<file path="config.mk">
export PLATFORM = sky130hd
export DESIGN_NAME = misc_ctrl
export DESIGN_NICKNAME = d
export VERILOG_FILES = /design/src/rtl/misc_ctrl_pkg.sv /design/src/rtl/misc_ctrl.sv
export SDC_FILE = /design/constraint.sdc
export NUM_CORES = 1
export LEC_CHECK = 0
export ABC_CLOCK_PERIOD_IN_PS = 3550
export BUFFER_PORTS_ARGS = -buffer_cell sky130_fd_sc_hd__buf_2
export CAP_MARGIN = 40
export CORE_ASPECT_RATIO = 1.5
export CORE_UTILIZATION = 46
export CTS_CLUSTER_SIZE = 30
export DETAILED_ROUTE_END_ITERATION = 6
export HOLD_SLACK_MARGIN = 0.1
export PLACE_DENSITY_LB_ADDON = 0.15
export SLEW_MARGIN = 10
export SYNTH_ARGS = -nofsm -noshare
export SYNTH_HDL_FRONTEND = slang
export SYNTH_SLANG_ARGS = --single-unit
</file>
<file path="constraint.sdc">
create_clock -name clock -period 3.55 [get_ports clock]
set_clock_uncertainty 0.2 [all_clocks]
set_input_delay 0.1775 -clock clock [delete_from_list [all_inputs] [get_ports clock]]
set_output_delay 0.1775 -clock clock [all_outputs]
set_load 0.01 [all_outputs]
</file>
<file path="src/rtl/misc_ctrl_pkg.sv">
// Purpose: constants and carrier types for the misc control bank
// Assumes: 10 MHz system clock, Avalon-MM word addressing
// Notes: register offsets are word indices
package misc_ctrl_pkg;
  // register word indices
  localparam logic [15:0] SERIAL_CLOCK_DIVIDER_CONTROL_IDX = 16'hf09e;
  localparam logic [15:0] BAUD_PARITY_CLOCK_CONTROL_IDX = 16'hf0c0;
  localparam logic [15:0] AUDIO_SWAP_TEST_CONTROL_IDX = 16'hf0c1;
  localparam logic [15:0] HOST_BUFFER_MODE_CONTROL_IDX = 16'hf0fd;
  // reset values
  localparam logic [7:0] CTRL_RESET = 8'h00;
  // baud_parity_clock_control fields
  localparam int BPC_RATE_LSB = 0;
  localparam int BPC_Q_INV = 3;
  localparam int BPC_SUB_INV = 4;
  localparam int BPC_EVEN = 5;
  localparam int BPC_LOCK = 6;
  localparam int BPC_DOUBLER = 7;
  localparam logic [7:0] BPC_WMASK = 8'hbb;
  // serial_clock_divider_control fields
  localparam int SCD_DIV_LSB = 0;
  localparam int SCD_SAMPLING = 6;
  localparam int SCD_SOURCE = 7;
  localparam logic [7:0] SCD_WMASK = 8'hff;
  // audio_swap_test_control fields
  localparam int AST_BYTE_ORDER = 2;
  localparam int AST_QUARTER = 3;
  localparam int AST_TEST = 7;
  localparam logic [7:0] AST_WMASK = 8'h8c;
  // host_buffer_mode_control fields
  localparam logic [7:0] HBM_WMASK = 8'h1f;
  // link rates
  localparam longint CLOCK_HZ = 64'd10000000;
  localparam longint RATE_00_BAUD = 64'd31250;
  localparam longint RATE_01_BAUD = 64'd62500;
  localparam longint RATE_10_BAUD = 64'd187500;
  localparam logic [8:0] RATE_00_CYCLES = 9'(CLOCK_HZ / RATE_00_BAUD);
  localparam logic [8:0] RATE_01_CYCLES = 9'(CLOCK_HZ / RATE_01_BAUD);
  localparam logic [8:0] RATE_10_CYCLES = 9'(CLOCK_HZ / RATE_10_BAUD);
  localparam logic [1:0] RATE_NONE = 2'h3;
  // serial clock synthesis
  localparam longint REF_HZ = 64'd16945000;
  localparam int FRAC_BITS = 12;
  localparam logic [17:0] REF_STEP =
    18'((REF_HZ << FRAC_BITS) / CLOCK_HZ);
  localparam logic [6:0] DIV_SPAN = 7'h40;
  localparam logic [5:0] DIV_MAX = 6'h3a;
  localparam logic [1:0] QUARTER_LAST = 2'h3;

  typedef struct packed {
    logic read;
    logic write;
    logic [15:0] address;
    logic [31:0] writedata;
    logic [3:0] byteenable;
  } avl_req_type;

  typedef struct packed {
    logic offset_usage;
    logic end_offset_bank_select;
    logic start_offset_bank_select;
    logic transfer_direction;
    logic buffer_access_granularity;
  } host_mode_type;
endpackage

</file>
<file path="src/rtl/misc_ctrl.sv">
// Purpose: misc serial, audio, test and host buffer control bank
// Assumes: Avalon-MM slave, word indices as addresses
// Notes: lock, external clock and test pins pass two flops before use
//
// The Avalon-MM slave port was chosen for this implementation.
`timescale 1ns/1ps

// What this block does
// - rate field picks link bit period; code 11 gives no bit tick.
// - q_channel_invert set inverts every captured Q-channel bit.
// - subchannel_invert set inverts every captured sub-code bit.
// - even_parity_select set gives even parity, clear gives odd.
// - lock flag reads synthesizer stable state; writes to it ignored.
// - software sets doubler bit after lock; bit then engages doubler.
// - serial clock comes from programmable count of 16.945 MHz reference.
// - divisor 0 gives 0.264 MHz, 58 gives 2.82 MHz, the maximum.
// - sampling select 0 samples with external clock, 1 internal clock.
// - source select 0 uses pin, internal off; 1 uses internal counter.
// - audio bytes swapped in audio mode unless audio_byte_order_disable set.
// - quarter_rate_sampling makes sub-code sample every fourth tick.
// - test bit with test pin high routes internal signals out.
// - host buffer mode fields drive DRAM control directly and at once.
// - buffer_access_granularity 0 byte mode, 1 page mode.
// - direction 0 reads buffer memory, 1 writes buffer memory.
// - start_offset_bank_select 0 picks A set, 1 picks B set.
// - end offset bank select 0 picks A set, 1 picks B set.
// - offset usage 0 uses only A registers, 1 uses A and B.
module misc_ctrl
  import misc_ctrl_pkg::*;
(
  input wire logic clock,
  input wire logic rst,
  input wire avl_req_type avl_req,
  output logic waitrequest,
  output logic [31:0] readdata,
  input wire logic synth_lock,
  input wire logic ext_uart_clock,
  input wire logic test_pin,
  input wire logic [7:0] q_raw,
  input wire logic [7:0] subcode_raw,
  input wire logic [7:0] link_tx_byte,
  input wire logic audio_mode,
  input wire logic [15:0] audio_word,
  input wire logic subcode_sample_tick,
  output logic link_bit_tick,
  output logic link_parity,
  output logic [7:0] q_data,
  output logic [7:0] subcode_data,
  output logic doubler_engage,
  output logic uart_clock,
  output logic uart_sample_clock,
  output logic [15:0] audio_store_word,
  output logic subcode_sample_enable,
  output logic [3:0] test_out,
  output host_mode_type host_buffer_mode
);

  logic waitrequest_reg;
  logic [31:0] readdata_reg;
  logic [7:0] bpc_reg;
  logic [7:0] scd_reg;
  logic [7:0] ast_reg;
  logic [4:0] hbm_reg;
  logic [2:0] sync1_reg;
  logic [2:0] sync2_reg;
  logic [8:0] baud_cnt_reg;
  logic link_bit_tick_reg;
  logic link_parity_reg;
  logic [7:0] q_data_reg;
  logic [7:0] subcode_data_reg;
  logic doubler_engage_reg;
  logic [17:0] acc_reg;
  logic int_clk_reg;
  logic uart_clock_reg;
  logic uart_sample_clock_reg;
  logic [15:0] audio_store_word_reg;
  logic [1:0] quarter_cnt_reg;
  logic subcode_sample_enable_reg;
  logic [3:0] test_out_reg;

  logic req;
  logic wr_fire;
  logic [7:0] wbyte;
  logic [7:0] read_mux;
  logic lock_sync;
  logic ext_clk_sync;
  logic test_sync;
  logic [8:0] baud_limit;
  logic [5:0] div_eff;
  logic [6:0] span;
  logic [17:0] half_span;
  logic [17:0] acc_sum;

  ////////////////////////////////////////////////////////////////////
  // bus slave

  assign req = avl_req.read | avl_req.write;
  assign wr_fire = avl_req.write & ~waitrequest_reg &
    avl_req.byteenable[0];
  assign wbyte = avl_req.writedata[7:0];

  always_ff @(posedge clock or posedge rst) begin
    if (rst) begin
      waitrequest_reg <= 1'b1;
    end else begin
      waitrequest_reg <= ~(req & waitrequest_reg);
    end
  end

  always_comb begin
    read_mux = 8'h00;
    if (avl_req.address == BAUD_PARITY_CLOCK_CONTROL_IDX) begin
      read_mux = bpc_reg & BPC_WMASK;
      read_mux[BPC_LOCK] = lock_sync;
    end else if (avl_req.address == SERIAL_CLOCK_DIVIDER_CONTROL_IDX)
    begin
      read_mux = scd_reg;
    end else if (avl_req.address == AUDIO_SWAP_TEST_CONTROL_IDX) begin
      read_mux = ast_reg & AST_WMASK;
    end else if (avl_req.address == HOST_BUFFER_MODE_CONTROL_IDX) begin
      read_mux = {3'h0, hbm_reg};
    end
  end

  always_ff @(posedge clock or posedge rst) begin
    if (rst) begin
      readdata_reg <= 32'h0000_0000;
    end else if (avl_req.read & waitrequest_reg) begin
      readdata_reg <= {24'h00_0000, read_mux};
    end
  end

  ////////////////////////////////////////////////////////////////////
  // control registers

  always_ff @(posedge clock or posedge rst) begin
    if (rst) begin
      bpc_reg <= CTRL_RESET;
      scd_reg <= CTRL_RESET;
      ast_reg <= CTRL_RESET;
      hbm_reg <= CTRL_RESET[4:0];
    end else if (wr_fire) begin
      if (avl_req.address == BAUD_PARITY_CLOCK_CONTROL_IDX) begin
        bpc_reg <= wbyte & BPC_WMASK;
      end else if (avl_req.address == SERIAL_CLOCK_DIVIDER_CONTROL_IDX)
      begin
        scd_reg <= wbyte & SCD_WMASK;
      end else if (avl_req.address == AUDIO_SWAP_TEST_CONTROL_IDX) begin
        ast_reg <= wbyte & AST_WMASK;
      end else if (avl_req.address == HOST_BUFFER_MODE_CONTROL_IDX) begin
        hbm_reg <= wbyte[4:0] & HBM_WMASK[4:0];
      end
    end
  end

  ////////////////////////////////////////////////////////////////////
  // pin synchronisers

  always_ff @(posedge clock or posedge rst) begin
    if (rst) begin
      sync1_reg <= 3'h0;
      sync2_reg <= 3'h0;
    end else begin
      sync1_reg <= {test_pin, ext_uart_clock, synth_lock};
      sync2_reg <= sync1_reg;
    end
  end

  assign lock_sync = sync2_reg[0];
  assign ext_clk_sync = sync2_reg[1];
  assign test_sync = sync2_reg[2];

  ////////////////////////////////////////////////////////////////////
  // sub-code serial link

  always_comb begin
    case (bpc_reg[BPC_RATE_LSB +: 2])
      2'h0: baud_limit = RATE_00_CYCLES;
      2'h1: baud_limit = RATE_01_CYCLES;
      2'h2: baud_limit = RATE_10_CYCLES;
      default: baud_limit = 9'h000;
    endcase
  end

  always_ff @(posedge clock or posedge rst) begin
    if (rst) begin
      baud_cnt_reg <= 9'h000;
      link_bit_tick_reg <= 1'b0;
    end else if (bpc_reg[BPC_RATE_LSB +: 2] == RATE_NONE) begin
      baud_cnt_reg <= 9'h000;
      link_bit_tick_reg <= 1'b0;
    end else if (baud_cnt_reg >= baud_limit - 9'h001) begin
      baud_cnt_reg <= 9'h000;
      link_bit_tick_reg <= 1'b1;
    end else begin
      baud_cnt_reg <= baud_cnt_reg + 9'h001;
      link_bit_tick_reg <= 1'b0;
    end
  end

  always_ff @(posedge clock or posedge rst) begin
    if (rst) begin
      link_parity_reg <= 1'b0;
      q_data_reg <= 8'h00;
      subcode_data_reg <= 8'h00;
    end else begin
      link_parity_reg <= bpc_reg[BPC_EVEN] ? ^link_tx_byte :
        ~^link_tx_byte;
      q_data_reg <= q_raw ^ {8{bpc_reg[BPC_Q_INV]}};
      subcode_data_reg <= subcode_raw ^ {8{bpc_reg[BPC_SUB_INV]}};
    end
  end

  always_ff @(posedge clock or posedge rst) begin
    if (rst) begin
      doubler_engage_reg <= 1'b0;
    end else begin
      doubler_engage_reg <= bpc_reg[BPC_DOUBLER] & lock_sync;
    end
  end

  ////////////////////////////////////////////////////////////////////
  // serial clock synthesis

  assign div_eff = (scd_reg[SCD_DIV_LSB +: 6] > DIV_MAX) ? DIV_MAX :
    scd_reg[SCD_DIV_LSB +: 6];
  assign span = DIV_SPAN - {1'b0, div_eff};
  assign half_span = {span, 11'h000};
  assign acc_sum = acc_reg + REF_STEP;

  always_ff @(posedge clock or posedge rst) begin
    if (rst) begin
      acc_reg <= 18'h00000;
      int_clk_reg <= 1'b0;
    end else if (!scd_reg[SCD_SOURCE]) begin
      acc_reg <= 18'h00000;
      int_clk_reg <= 1'b0;
    end else if (acc_sum >= half_span) begin
      acc_reg <= acc_sum - half_span;
      int_clk_reg <= ~int_clk_reg;
    end else begin
      acc_reg <= acc_sum;
    end
  end

  always_ff @(posedge clock or posedge rst) begin
    if (rst) begin
      uart_clock_reg <= 1'b0;
      uart_sample_clock_reg <= 1'b0;
    end else begin
      uart_clock_reg <= scd_reg[SCD_SOURCE] ? int_clk_reg :
        ext_clk_sync;
      uart_sample_clock_reg <= scd_reg[SCD_SAMPLING] ? int_clk_reg :
        ext_clk_sync;
    end
  end

  ////////////////////////////////////////////////////////////////////
  // audio swap, quarter rate, test mux

  always_ff @(posedge clock or posedge rst) begin
    if (rst) begin
      audio_store_word_reg <= 16'h0000;
    end else if (audio_mode & ~ast_reg[AST_BYTE_ORDER]) begin
      audio_store_word_reg <= {audio_word[7:0], audio_word[15:8]};
    end else begin
      audio_store_word_reg <= audio_word;
    end
  end

  always_ff @(posedge clock or posedge rst) begin
    if (rst) begin
      quarter_cnt_reg <= 2'h0;
      subcode_sample_enable_reg <= 1'b0;
    end else begin
      if (subcode_sample_tick) begin
        quarter_cnt_reg <= quarter_cnt_reg + 2'h1;
      end
      subcode_sample_enable_reg <= subcode_sample_tick &
        (~ast_reg[AST_QUARTER] | quarter_cnt_reg == QUARTER_LAST);
    end
  end

  always_ff @(posedge clock or posedge rst) begin
    if (rst) begin
      test_out_reg <= 4'h0;
    end else if (ast_reg[AST_TEST] & test_sync) begin
      test_out_reg <= {doubler_engage_reg, int_clk_reg,
        link_bit_tick_reg, lock_sync};
    end else begin
      test_out_reg <= 4'h0;
    end
  end

  ////////////////////////////////////////////////////////////////////
  // outputs

  assign waitrequest = waitrequest_reg;
  assign readdata = readdata_reg;
  assign link_bit_tick = link_bit_tick_reg;
  assign link_parity = link_parity_reg;
  assign q_data = q_data_reg;
  assign subcode_data = subcode_data_reg;
  assign doubler_engage = doubler_engage_reg;
  assign uart_clock = uart_clock_reg;
  assign uart_sample_clock = uart_sample_clock_reg;
  assign audio_store_word = audio_store_word_reg;
  assign subcode_sample_enable = subcode_sample_enable_reg;
  assign test_out = test_out_reg;
  assign host_buffer_mode = hbm_reg;
endmodule

</file>
======== Word-level counts from Yosys, hierarchy flattened ========
Cells that the tools add are included.
storage, ports and cells
  bits in registers ....................... 109
  logic and storage cells ................. 86
operators by class
  bitwise gates (word level) .............. 20
  muxes and demuxes ....................... 19
  $add $sub $neg .......................... 6
  equality and inequality tests ........... 9
  $lt $le $gt $ge ......................... 3
  reductions and logical operators ........ 7
operators by type and width
  operator                                              number
  == test 16 bit, second input constant                 4
  two-way mux 18 bit                                    2
  case mux 9 bit (3 select lines)                       1
  two-way mux 8 bit                                     3
  adder 18 x 13 -> 18 bit, second input constant        1
  >= comparator 18 bit                                  1
  two-way mux 9 bit                                     2
  subtractor 18 bit                                     1
  two-way mux 16 bit                                    1
  XOR 8 bit                                             2
  adder 9 x 1 -> 9 bit, second input constant           1
  >= comparator 9 bit                                   1
  subtractor 9 x 1 -> 9 bit, second input constant      1
  AND 1 bit                                             8
  inverter 1 bit                                        8
  XNOR reduction 8 bit                                  1
  XOR reduction 8 bit                                   1
  two-way mux 1 bit                                     7
  subtractor 7 x 6 -> 7 bit, first input constant       1
  == test 2 bit, second input constant                  3
  greater-than comparator 6 bit, second input constant  1
  two-way mux 6 bit                                     1
  two-way mux 5 bit                                     1
  AND reduction 5 bit                                   1
  9 further kinds                                       10

======== Logic depth before layout (Yosys ltp) ========
Gate-level depths: netlist of run 1.
  depth after elaboration ................. 6
  depth in mapped cells ................... 14
  mapped depth without buffers ............ 14

======== Least setup slack after synthesis of run 1 ========
OpenSTA, ideal clock, no wires.
  path type ............................... register -> register
  start ................................... register acc_reg[2]
  end ..................................... register acc_reg[11]
  data arrival time ....................... 3,277 ps
  required time ........................... 3,225 ps
  path slack .............................. -52 ps
  setup time .............................. 125 ps
  cell stages (with the launch flop) ...... 14
  cell sequence ........................... dfrtp_1 > inv_1 > ha_1 > nor2b_1 > o21ai_0 > a21oi_1 > xor2_1 > ha_1 > nor2b_1 > o31ai_1 > a21oi_1 > o21a_1 > a211oi_4 > mux2_4
on the way
  cells in the longest elaborated chain, start to end .. 4
  elaborated cells on any way between the ends .. 5
RTL lines
  item                                                       RTL line                            RTL
  start: declaration                                         misc_ctrl.sv:72                     logic [17:0] acc_reg;
  start signal: assignment                                   misc_ctrl.sv:239                    acc_reg <= acc_sum - half_span;
  start signal: assignment                                   misc_ctrl.sv:242                    acc_reg <= acc_sum;
  adder 18 x 13 -> 18 bit *                                  misc_ctrl.sv:229                    assign acc_sum = acc_reg + REF_STEP;
  subtractor 18 bit or >= comparator 18 bit (tied branches)  misc_ctrl.sv:239, misc_ctrl.sv:238
  two-way mux 18 bit *                                       misc_ctrl.sv:238                    end else if (acc_sum >= half_span) begin
  two-way mux 18 bit *                                       misc_ctrl.sv:235                    end else if (!scd_reg[SCD_SOURCE]) begin
Every way passes the cells marked *; elsewhere a longest branch is shown, timed or not.
A chain may end at the register's enable or synchronous reset.

======== Worst setup path in the final report of run 1 ========
  start ................................... register acc_reg[2]
  end ..................................... register int_clk_reg
on the way
  cells in the longest elaborated chain, start to end .. 3
RTL lines
  item                                      RTL line          RTL
  adder 18 x 13 -> 18 bit                   misc_ctrl.sv:229
  >= comparator 18 bit                      misc_ctrl.sv:238
  inequality test 2 x 1 -> 1 bit (no line)  -
  end signal: assignment                    misc_ctrl.sv:240  int_clk_reg <= ~int_clk_reg;
  end: declaration                          misc_ctrl.sv:73   logic int_clk_reg;
Every way passes these cells.

==> results_dict.tcl, run 1 <==
set metrics [dict create \
    report.final.slew_viol_count 0 \
    criticalPathCategory "register to register" \
    core_um2 11500 \
    relSlewSlack_pct 55.3 \
    worst_ep_required_time_ns 3.62 \
    synthXorXnorAreaFrac_pct 7.54 \
    gp_congestion 0.833 \
    grt_pass1_vias 4508 \
    dp_hpwl_mm 9.25 \
    tritoncts "yes" \
    postRouteAntennaNets 0 \
    p_int_mw 1.89 \
    yosys-top-cells-count "dfrtp_1 (106), nand2_1 (94), buf_4 (24), xor2_1 (24)" \
    rrSetupSlack_ns 0.17 \
    min_from "audio_mode" \
    fin_crit_sh_pct 95.1 \
    finalSetupViolCount 0 \
    synthSimpleGateAreaFrac_pct 16.0 \
    drtPass1Iterations 7 \
    h-tree-depth 3 \
    totalWireLength_mm 13.1 \
    cp-start-kind "register" \
    worstSetupEndpointType "register" \
    antenna_found_initial 0 \
    clkTransAtPathRegs_ns 0.08 \
    cpMostUsedCell "buf_4" \
    clockPowerShare_pct 38.1 \
    die_area_um2 12300 \
    seq_area_um2 2680 \
    pwr-share-seq_pct 50.9 \
    wl_per_cell_um 14.7 \
    num_antenna_cells 0 \
    synth_top_family_by_area "simple AND/OR/NAND/NOR gates" \
    hold_depth 4 \
    tightestPinTransition_ns 0.671 \
    drive_above_1_share_pct 28.9 \
    dr_total_vias 4442 \
    grt_pass1_wl_mm 21.0 \
    swShare_pct 24.9 \
    ios 181 \
    drtIter0Drc 180 \
    syn_area_um2 5460 \
    area_growth_pct 33.8 \
    ys_ff_latch 107 \
    dieHeight_um 135 \
    synth.area.mux_share_pct 6.63 \
    cts_root_buffer "clkbuf_16" \
    synth_edf_count 0 \
    core.rowCount 48 \
    yosys_warnings 0 \
    comb_power_share_pct 11.1 \
    fmax_mhz 296 \
    r2r-end "int_clk_reg$_DFFE_PP0P_" \
    cts_num_sinks 107 \
    cellPowerDensity_nw_per_um2 346 \
    finalNetCount 858 \
    viasPerCell 5.00 \
    power_leakage_nw 3.73 \
    cap_violations 0 \
    avgSynthCellArea_um2 10.5 \
    fin_crit_ns 3.38 \
    synth-async-reset-ratio_pct 100 \
    cp_slowest_cell "dfrtp_1" \
    yosysTopAreaCell "dfrtp_1" \
    cp_max_fo 5 \
    portBuffers 129 \
    worstHoldPathType "primary input to register" \
    chipWidth_um 90.9 \
    fill_cells 970 \
    numCtsBuffers 9 \
    path_cells "inv_1, ha_2, nor2b_4, o21ai_1, buf_4, a21oi_2, xor2_1, ha_1, nor2b_1, o31ai_2, a21oi_1, o21a_1, a211oi_4, buf_4, mux2i_1" \
    insertion_delay_ns 0.34 \
    syn_inst 522 \
    grt_use_total_pct 21.5 \
    synth-seq-area-share_pct 49.1 \
    switchingPower_mw 0.629 \
    post_synth_fa_ha_maj_area_fraction_pct 5.64 \
    fin_util_pct 63.3 \
    ir_drop_uv 242 \
    clk_path_buf_depth 2 \
    overflow 0 \
    synth_cell_type_count 58 \
    hold_viol_final 0 \
    synth_top_area_share_pct 48.6 \
    synthTopCellsByArea "dfrtp_1 (49%), nand2_1 (6.5%), ha_1 (5.3%), xor2_1 (3.9%), xnor2_1 (3.7%)" \
    power_mw 2.52 \
    synthFlopType "dfrtp_1" \
    drc 0 \
    worstPathArrival_ns 3.44 \
    status "complete, no violations" \
    grt_max_degree 55 \
    crit-reg2reg-launch "acc_reg[2]$_DFF_PP0_" \
    multi_input_area_um2 2600 \
    start_util_pct 47.3 \
    synth_compound_area_share_pct 9.10 \
    yosysMostFrequentCell "dfrtp_1" \
    r2r_cells 15 \
    min_to "audio_store_word[3]$_DFF_PP0_" \
    max_stage_delay_ns 0.41 \
]
-- how the worst max path moves through the flow --
stage                               to                  from
3_3_place_gp     acc_reg[17]$_DFF_PP0_  acc_reg[2]$_DFF_PP0_
2_1_floorplan    acc_reg[11]$_DFF_PP0_  acc_reg[2]$_DFF_PP0_
4_1_cts          acc_reg[17]$_DFF_PP0_  acc_reg[2]$_DFF_PP0_
5_1_grt          acc_reg[15]$_DFF_PP0_  acc_reg[3]$_DFF_PP0_
6_report       int_clk_reg$_DFFE_PP0P_  acc_reg[2]$_DFF_PP0_
3_5_place_dp     acc_reg[11]$_DFF_PP0_  acc_reg[2]$_DFF_PP0_
-- layout make-up --
cell class	count	share of cell area, %
clock buffer	9	3.09
tap	150	2.57
timing repair buffer	216	20.0
sequential	107	36.7
clock inverter	7	0.823
inverter	22	1.17
multi-input combinational	377	35.6
-- per-stage QoR --
step / setup TNS [ns] / cells / worst slack [ns] / hold WS (ns) / cell area (µm²)
after CTS: 0 / 882 / 0.0660 / 0.107 / 7190
after global routing: -0.345 / 888 / -0.0734 / 0.143 / 7300
after floorplan: 0 / 545 / 0.0748 / 0.00893 / 5540
after global placement: 0 / 802 / 0.116 / 0.0857 / 6270
after detailed placement: 0 / 803 / 0.0794 / 0.0873 / 6270
final: 0 / 888 / 0.174 / 0.126 / 7300
-- critical path, delay by kind of cell (launching register included) --
kind            cells  cell delay, ns
xor+xnor            1            0.24
fa+ha+maj           2            0.46
simple gates        2            0.30
compound gates      6            1.09
flops               1            0.41
mux                 1            0.17
buf+inv             3            0.43
-- kinds of logic after synthesis --
logic type                 count (synthesis)
DFF                                      107
buffers and inverters                     61
adders and majority gates                 24
xor gates and xnor gates                  47
other                                      1
AOI/OAI and AO/OA                         73
and+or+nand+nor                          178
muxes                                     31
-- power by group through the flow --
| stage | logic [mW] | clock network, mW | registers [mW] |
|---|---|---|---|
| global placement | 0.209 | 0 | 1.30 |
| detailed placement | 0.218 | 0 | 1.31 |
| floorplan | 0.115 | 0 | 1.32 |
| global route | 0.309 | 1.03 | 1.29 |
| CTS | 0.279 | 0.989 | 1.28 |
| finish | 0.280 | 0.960 | 1.28 |
-- layout by cell type (no fill, tap or decap), types with 2 or more instances in the layout --
cell | Yosys | final
buf_2 | 2 | 129
dfrtp_1 | 106 | 105
nand2_1 | 94 | 94
dlygate4sd3_1 | 0 | 63
xor2_1 | 24 | 24
conb_1 | 1 | 24
buf_4 | 24 | 23
xnor2_1 | 23 | 22
ha_1 | 23 | 22
inv_1 | 22 | 20
nor2_1 | 19 | 19
o21ai_0 | 22 | 18
a21oi_1 | 17 | 15
nand3_1 | 12 | 12
mux2_2 | 9 | 9
clkbuf_16 | 0 | 9
mux2_1 | 8 | 8
mux2i_1 | 8 | 8
nor2b_1 | 7 | 6
mux2_4 | 6 | 6
and2_1 | 6 | 6
nand2b_1 | 5 | 5
o211ai_1 | 5 | 5
or3_1 | 5 | 5
a222oi_1 | 5 | 5
nand4_1 | 4 | 4
and3_1 | 4 | 4
nor3_1 | 5 | 4
o21a_1 | 4 | 4
o21ai_1 | 0 | 3
or2_2 | 3 | 3
clkinvlp_4 | 0 | 3
nand3b_1 | 2 | 2
nor3_2 | 2 | 2
or3b_1 | 2 | 2
a21oi_2 | 0 | 2
a22oi_1 | 2 | 2
inv_6 | 0 | 2
-- routing by layer --
metal  track usage [%]  part of all wire [%]  vias to the layer above
li1                  -                     -                     2139
met1              24.0                    38                     2182
met2              40.6                    56                       96
met3              3.20                   3.1                       25
met4              9.08                   2.6                        0
met5                 0                     0                        -
-- what timing repair did --
item / 4_1_cts / 5_1_grt
hold endpoints to repair: 115 / 0
hold buffers: 63 / 0
buffers inserted: 0 / 6
endpoints found under the setup margin: 0 / 8
gates resized for setup: 0 / 21
No activity file was read; power rests on OpenSTA's default activity.
==> run 2, diff against run 1 <==
- ABC_CLOCK_PERIOD_IN_PS: 3550 -> 2900
- clock period: 3.55 -> 2.9 ns (I/O delays scaled with it)
==> results_dict.tcl, run 2 (synthesized netlist as in run 1, its figures left out) <==
set metrics [dict create \
    portBuffers 129 \
    h-tree-depth 3 \
    path_buf_inv 0 \
    cellPowerDensity_nw_per_um2 395 \
    tritoncts "yes" \
    grt_pass1_wl_mm 22.1 \
    viasPerCell 4.94 \
    hold_viol_final 0 \
    area_growth_pct 41.6 \
    num_antenna_cells 0 \
    cap_violations 0 \
    clkTransAtPathRegs_ns 0.07 \
    fin_setup_tns_ns -2.19 \
    wl_per_cell_um 14.9 \
    postRouteAntennaNets 0 \
    tightestPinTransition_ns 0.572 \
    clockPowerShare_pct 37.0 \
    switchingPower_mw 0.717 \
    cts_root_buffer "clkbuf_16" \
    drive_above_1_share_pct 33.4 \
    gp_congestion 0.826 \
    power_leakage_nw 3.97 \
    chipWidth_um 90.9 \
    status "complete, but fails checks" \
    relSlewSlack_pct 61.9 \
    totalWireLength_mm 13.9 \
    report.final.slew_viol_count 0 \
    worstPathArrival_ns 3.23 \
    swShare_pct 23.5 \
    fin_ws_ns -0.308 \
    worst_ep_required_time_ns 2.93 \
    max_stage_delay_ns 0.55 \
    cts_num_sinks 107 \
    p_int_mw 2.34 \
    worstSetupEndpointType "register" \
    antenna_found_initial 0 \
    final_common_cell "buf_2" \
    grt_use_total_pct 23.0 \
    dp_cells 838 \
    cp_max_fo 4 \
    fmax_mhz 312 \
    die_area_um2 12300 \
    failed_checks "negative setup slack" \
    ios 181 \
    drtIter0Drc 144 \
    finalSetupViolCount 8 \
    cp_slowest_cell "or4_4" \
    path_cells "nand3_2, o21ai_2, ha_2, nand2_2, or3_4, ha_4, nand4_1, or4_4, nor4_4, a211oi_4, mux2_4" \
    finalNetCount 904 \
    grt_pass1_vias 4792 \
    fin_crit_ns 3.21 \
    core_um2 11500 \
    design_area_um2 7720 \
    drtPass1Iterations 4 \
    start_util_pct 47.3 \
    fill_cells 939 \
    cp-start-kind "register" \
    grt_max_degree 108 \
    overflow 0 \
    power_mw 3.05 \
    rsz0062_at_grt "yes" \
    clk_path_buf_depth 2 \
    insertion_delay_ns 0.34 \
    comb_power_share_pct 11.5 \
    criticalPathCategory "register to register" \
    dieHeight_um 135 \
    fin_cells 934 \
    worstHoldPathType "register to register" \
    drc 0 \
    numCtsBuffers 9 \
    cp_top_family "simple AND/OR/NAND/NOR gates" \
    dp_hpwl_mm 9.78 \
    ir_drop_uv 245 \
    fin_crit_sh_pct 111 \
    pwr-share-seq_pct 51.5 \
    dpl_cell_area_um2 6600 \
    dr_total_vias 4614 \
    core.rowCount 48 \
    layout_common_cells "buf_2 (129), dfrtp_1 (105), nand2_1 (93)" \
]
run 2: final timing paths:
| check | startpoint | end | slack (ns) | cells past startpoint |
|---|---|---|---|---|
| max | scd_reg[3]$_DFFE_PP0P_ | acc_reg[11]$_DFF_PP0_ | -0.31 | 11 |
| min | sync1_reg[2]$_DFF_PP0_ | sync2_reg[2]$_DFF_PP0_ | 0.16 | 0 |
| max reg2reg | scd_reg[3]$_DFFE_PP0P_ | acc_reg[11]$_DFF_PP0_ | -0.31 | 11 |
| min reg2reg | sync1_reg[2]$_DFF_PP0_ | sync2_reg[2]$_DFF_PP0_ | 0.16 | 0 |
| max in group asynchronous | rst | scd_reg[2]$_DFFE_PP0P_ | 1.73 | 4 |
| min in group asynchronous | rst | sync1_reg[2]$_DFF_PP0_ | 0.31 | 4 |
run 2: power groups by stage:
stage | logic (mW) | registers [mW] | clock network, mW
finish | 0.352 | 1.57 | 1.13
global placement | 0.254 | 1.60 | 0
detailed placement | 0.266 | 1.60 | 0
floorplan | 0.141 | 1.62 | 0
global route | 0.389 | 1.58 | 1.22
CTS | 0.348 | 1.57 | 1.16
run 2: metal layers:
metal  vias up  track usage, %  share of wire, %  wire length [µm]
met4         0            10.6               3.1               427
li1       2235               -                 -                 -
met2       124            43.7                56              7830
met3        32            5.05               3.6               501
met5         -               0                 0                 0
met1      2223            24.0                37              5140
run 2: layout make-up:
type                    count  area, µm²  area share [%]
well taps                 150        188            2.43
clock buffers              12        246            3.19
inverters                  22       86.3            1.12
repair buffers            262       1830            23.7
multi-input cells         377       2670            34.5
flip-flops and latches    107       2680            34.7
clock inverters             4       27.5           0.356
run 2: per-stage QoR:
stage	utilization (%)	setup WS [ns]	hold WS, ns
after floorplan	-	-0.407	-0.0236
after global placement	57.2	-0.257	0.0536
after detailed placement	57.3	-0.405	0.0547
after CTS	66.4	-0.251	0.155
after global routing	67.0	-0.420	0.169
final	67.0	-0.308	0.157
run 2: timing repair:
action                     4_1_cts  5_1_grt
buffers inserted                10        3
pin swaps                       11        4
hold endpoints to repair       170        0
setup endpoints to repair        8        9
resized for setup               13       10
hold buffers                    67        0
run 2: worst register-to-register path, delay by kind of cell, from the launching register on:
family / cells / cell delay (ns)
adder cells (fa/ha/maj): 2 / 0.48
multiplexers: 1 / 0.31
flip-flops: 1 / 0.43
AO/OA/AOI/OAI: 2 / 0.30
AND/OR/NAND/NOR: 6 / 1.36
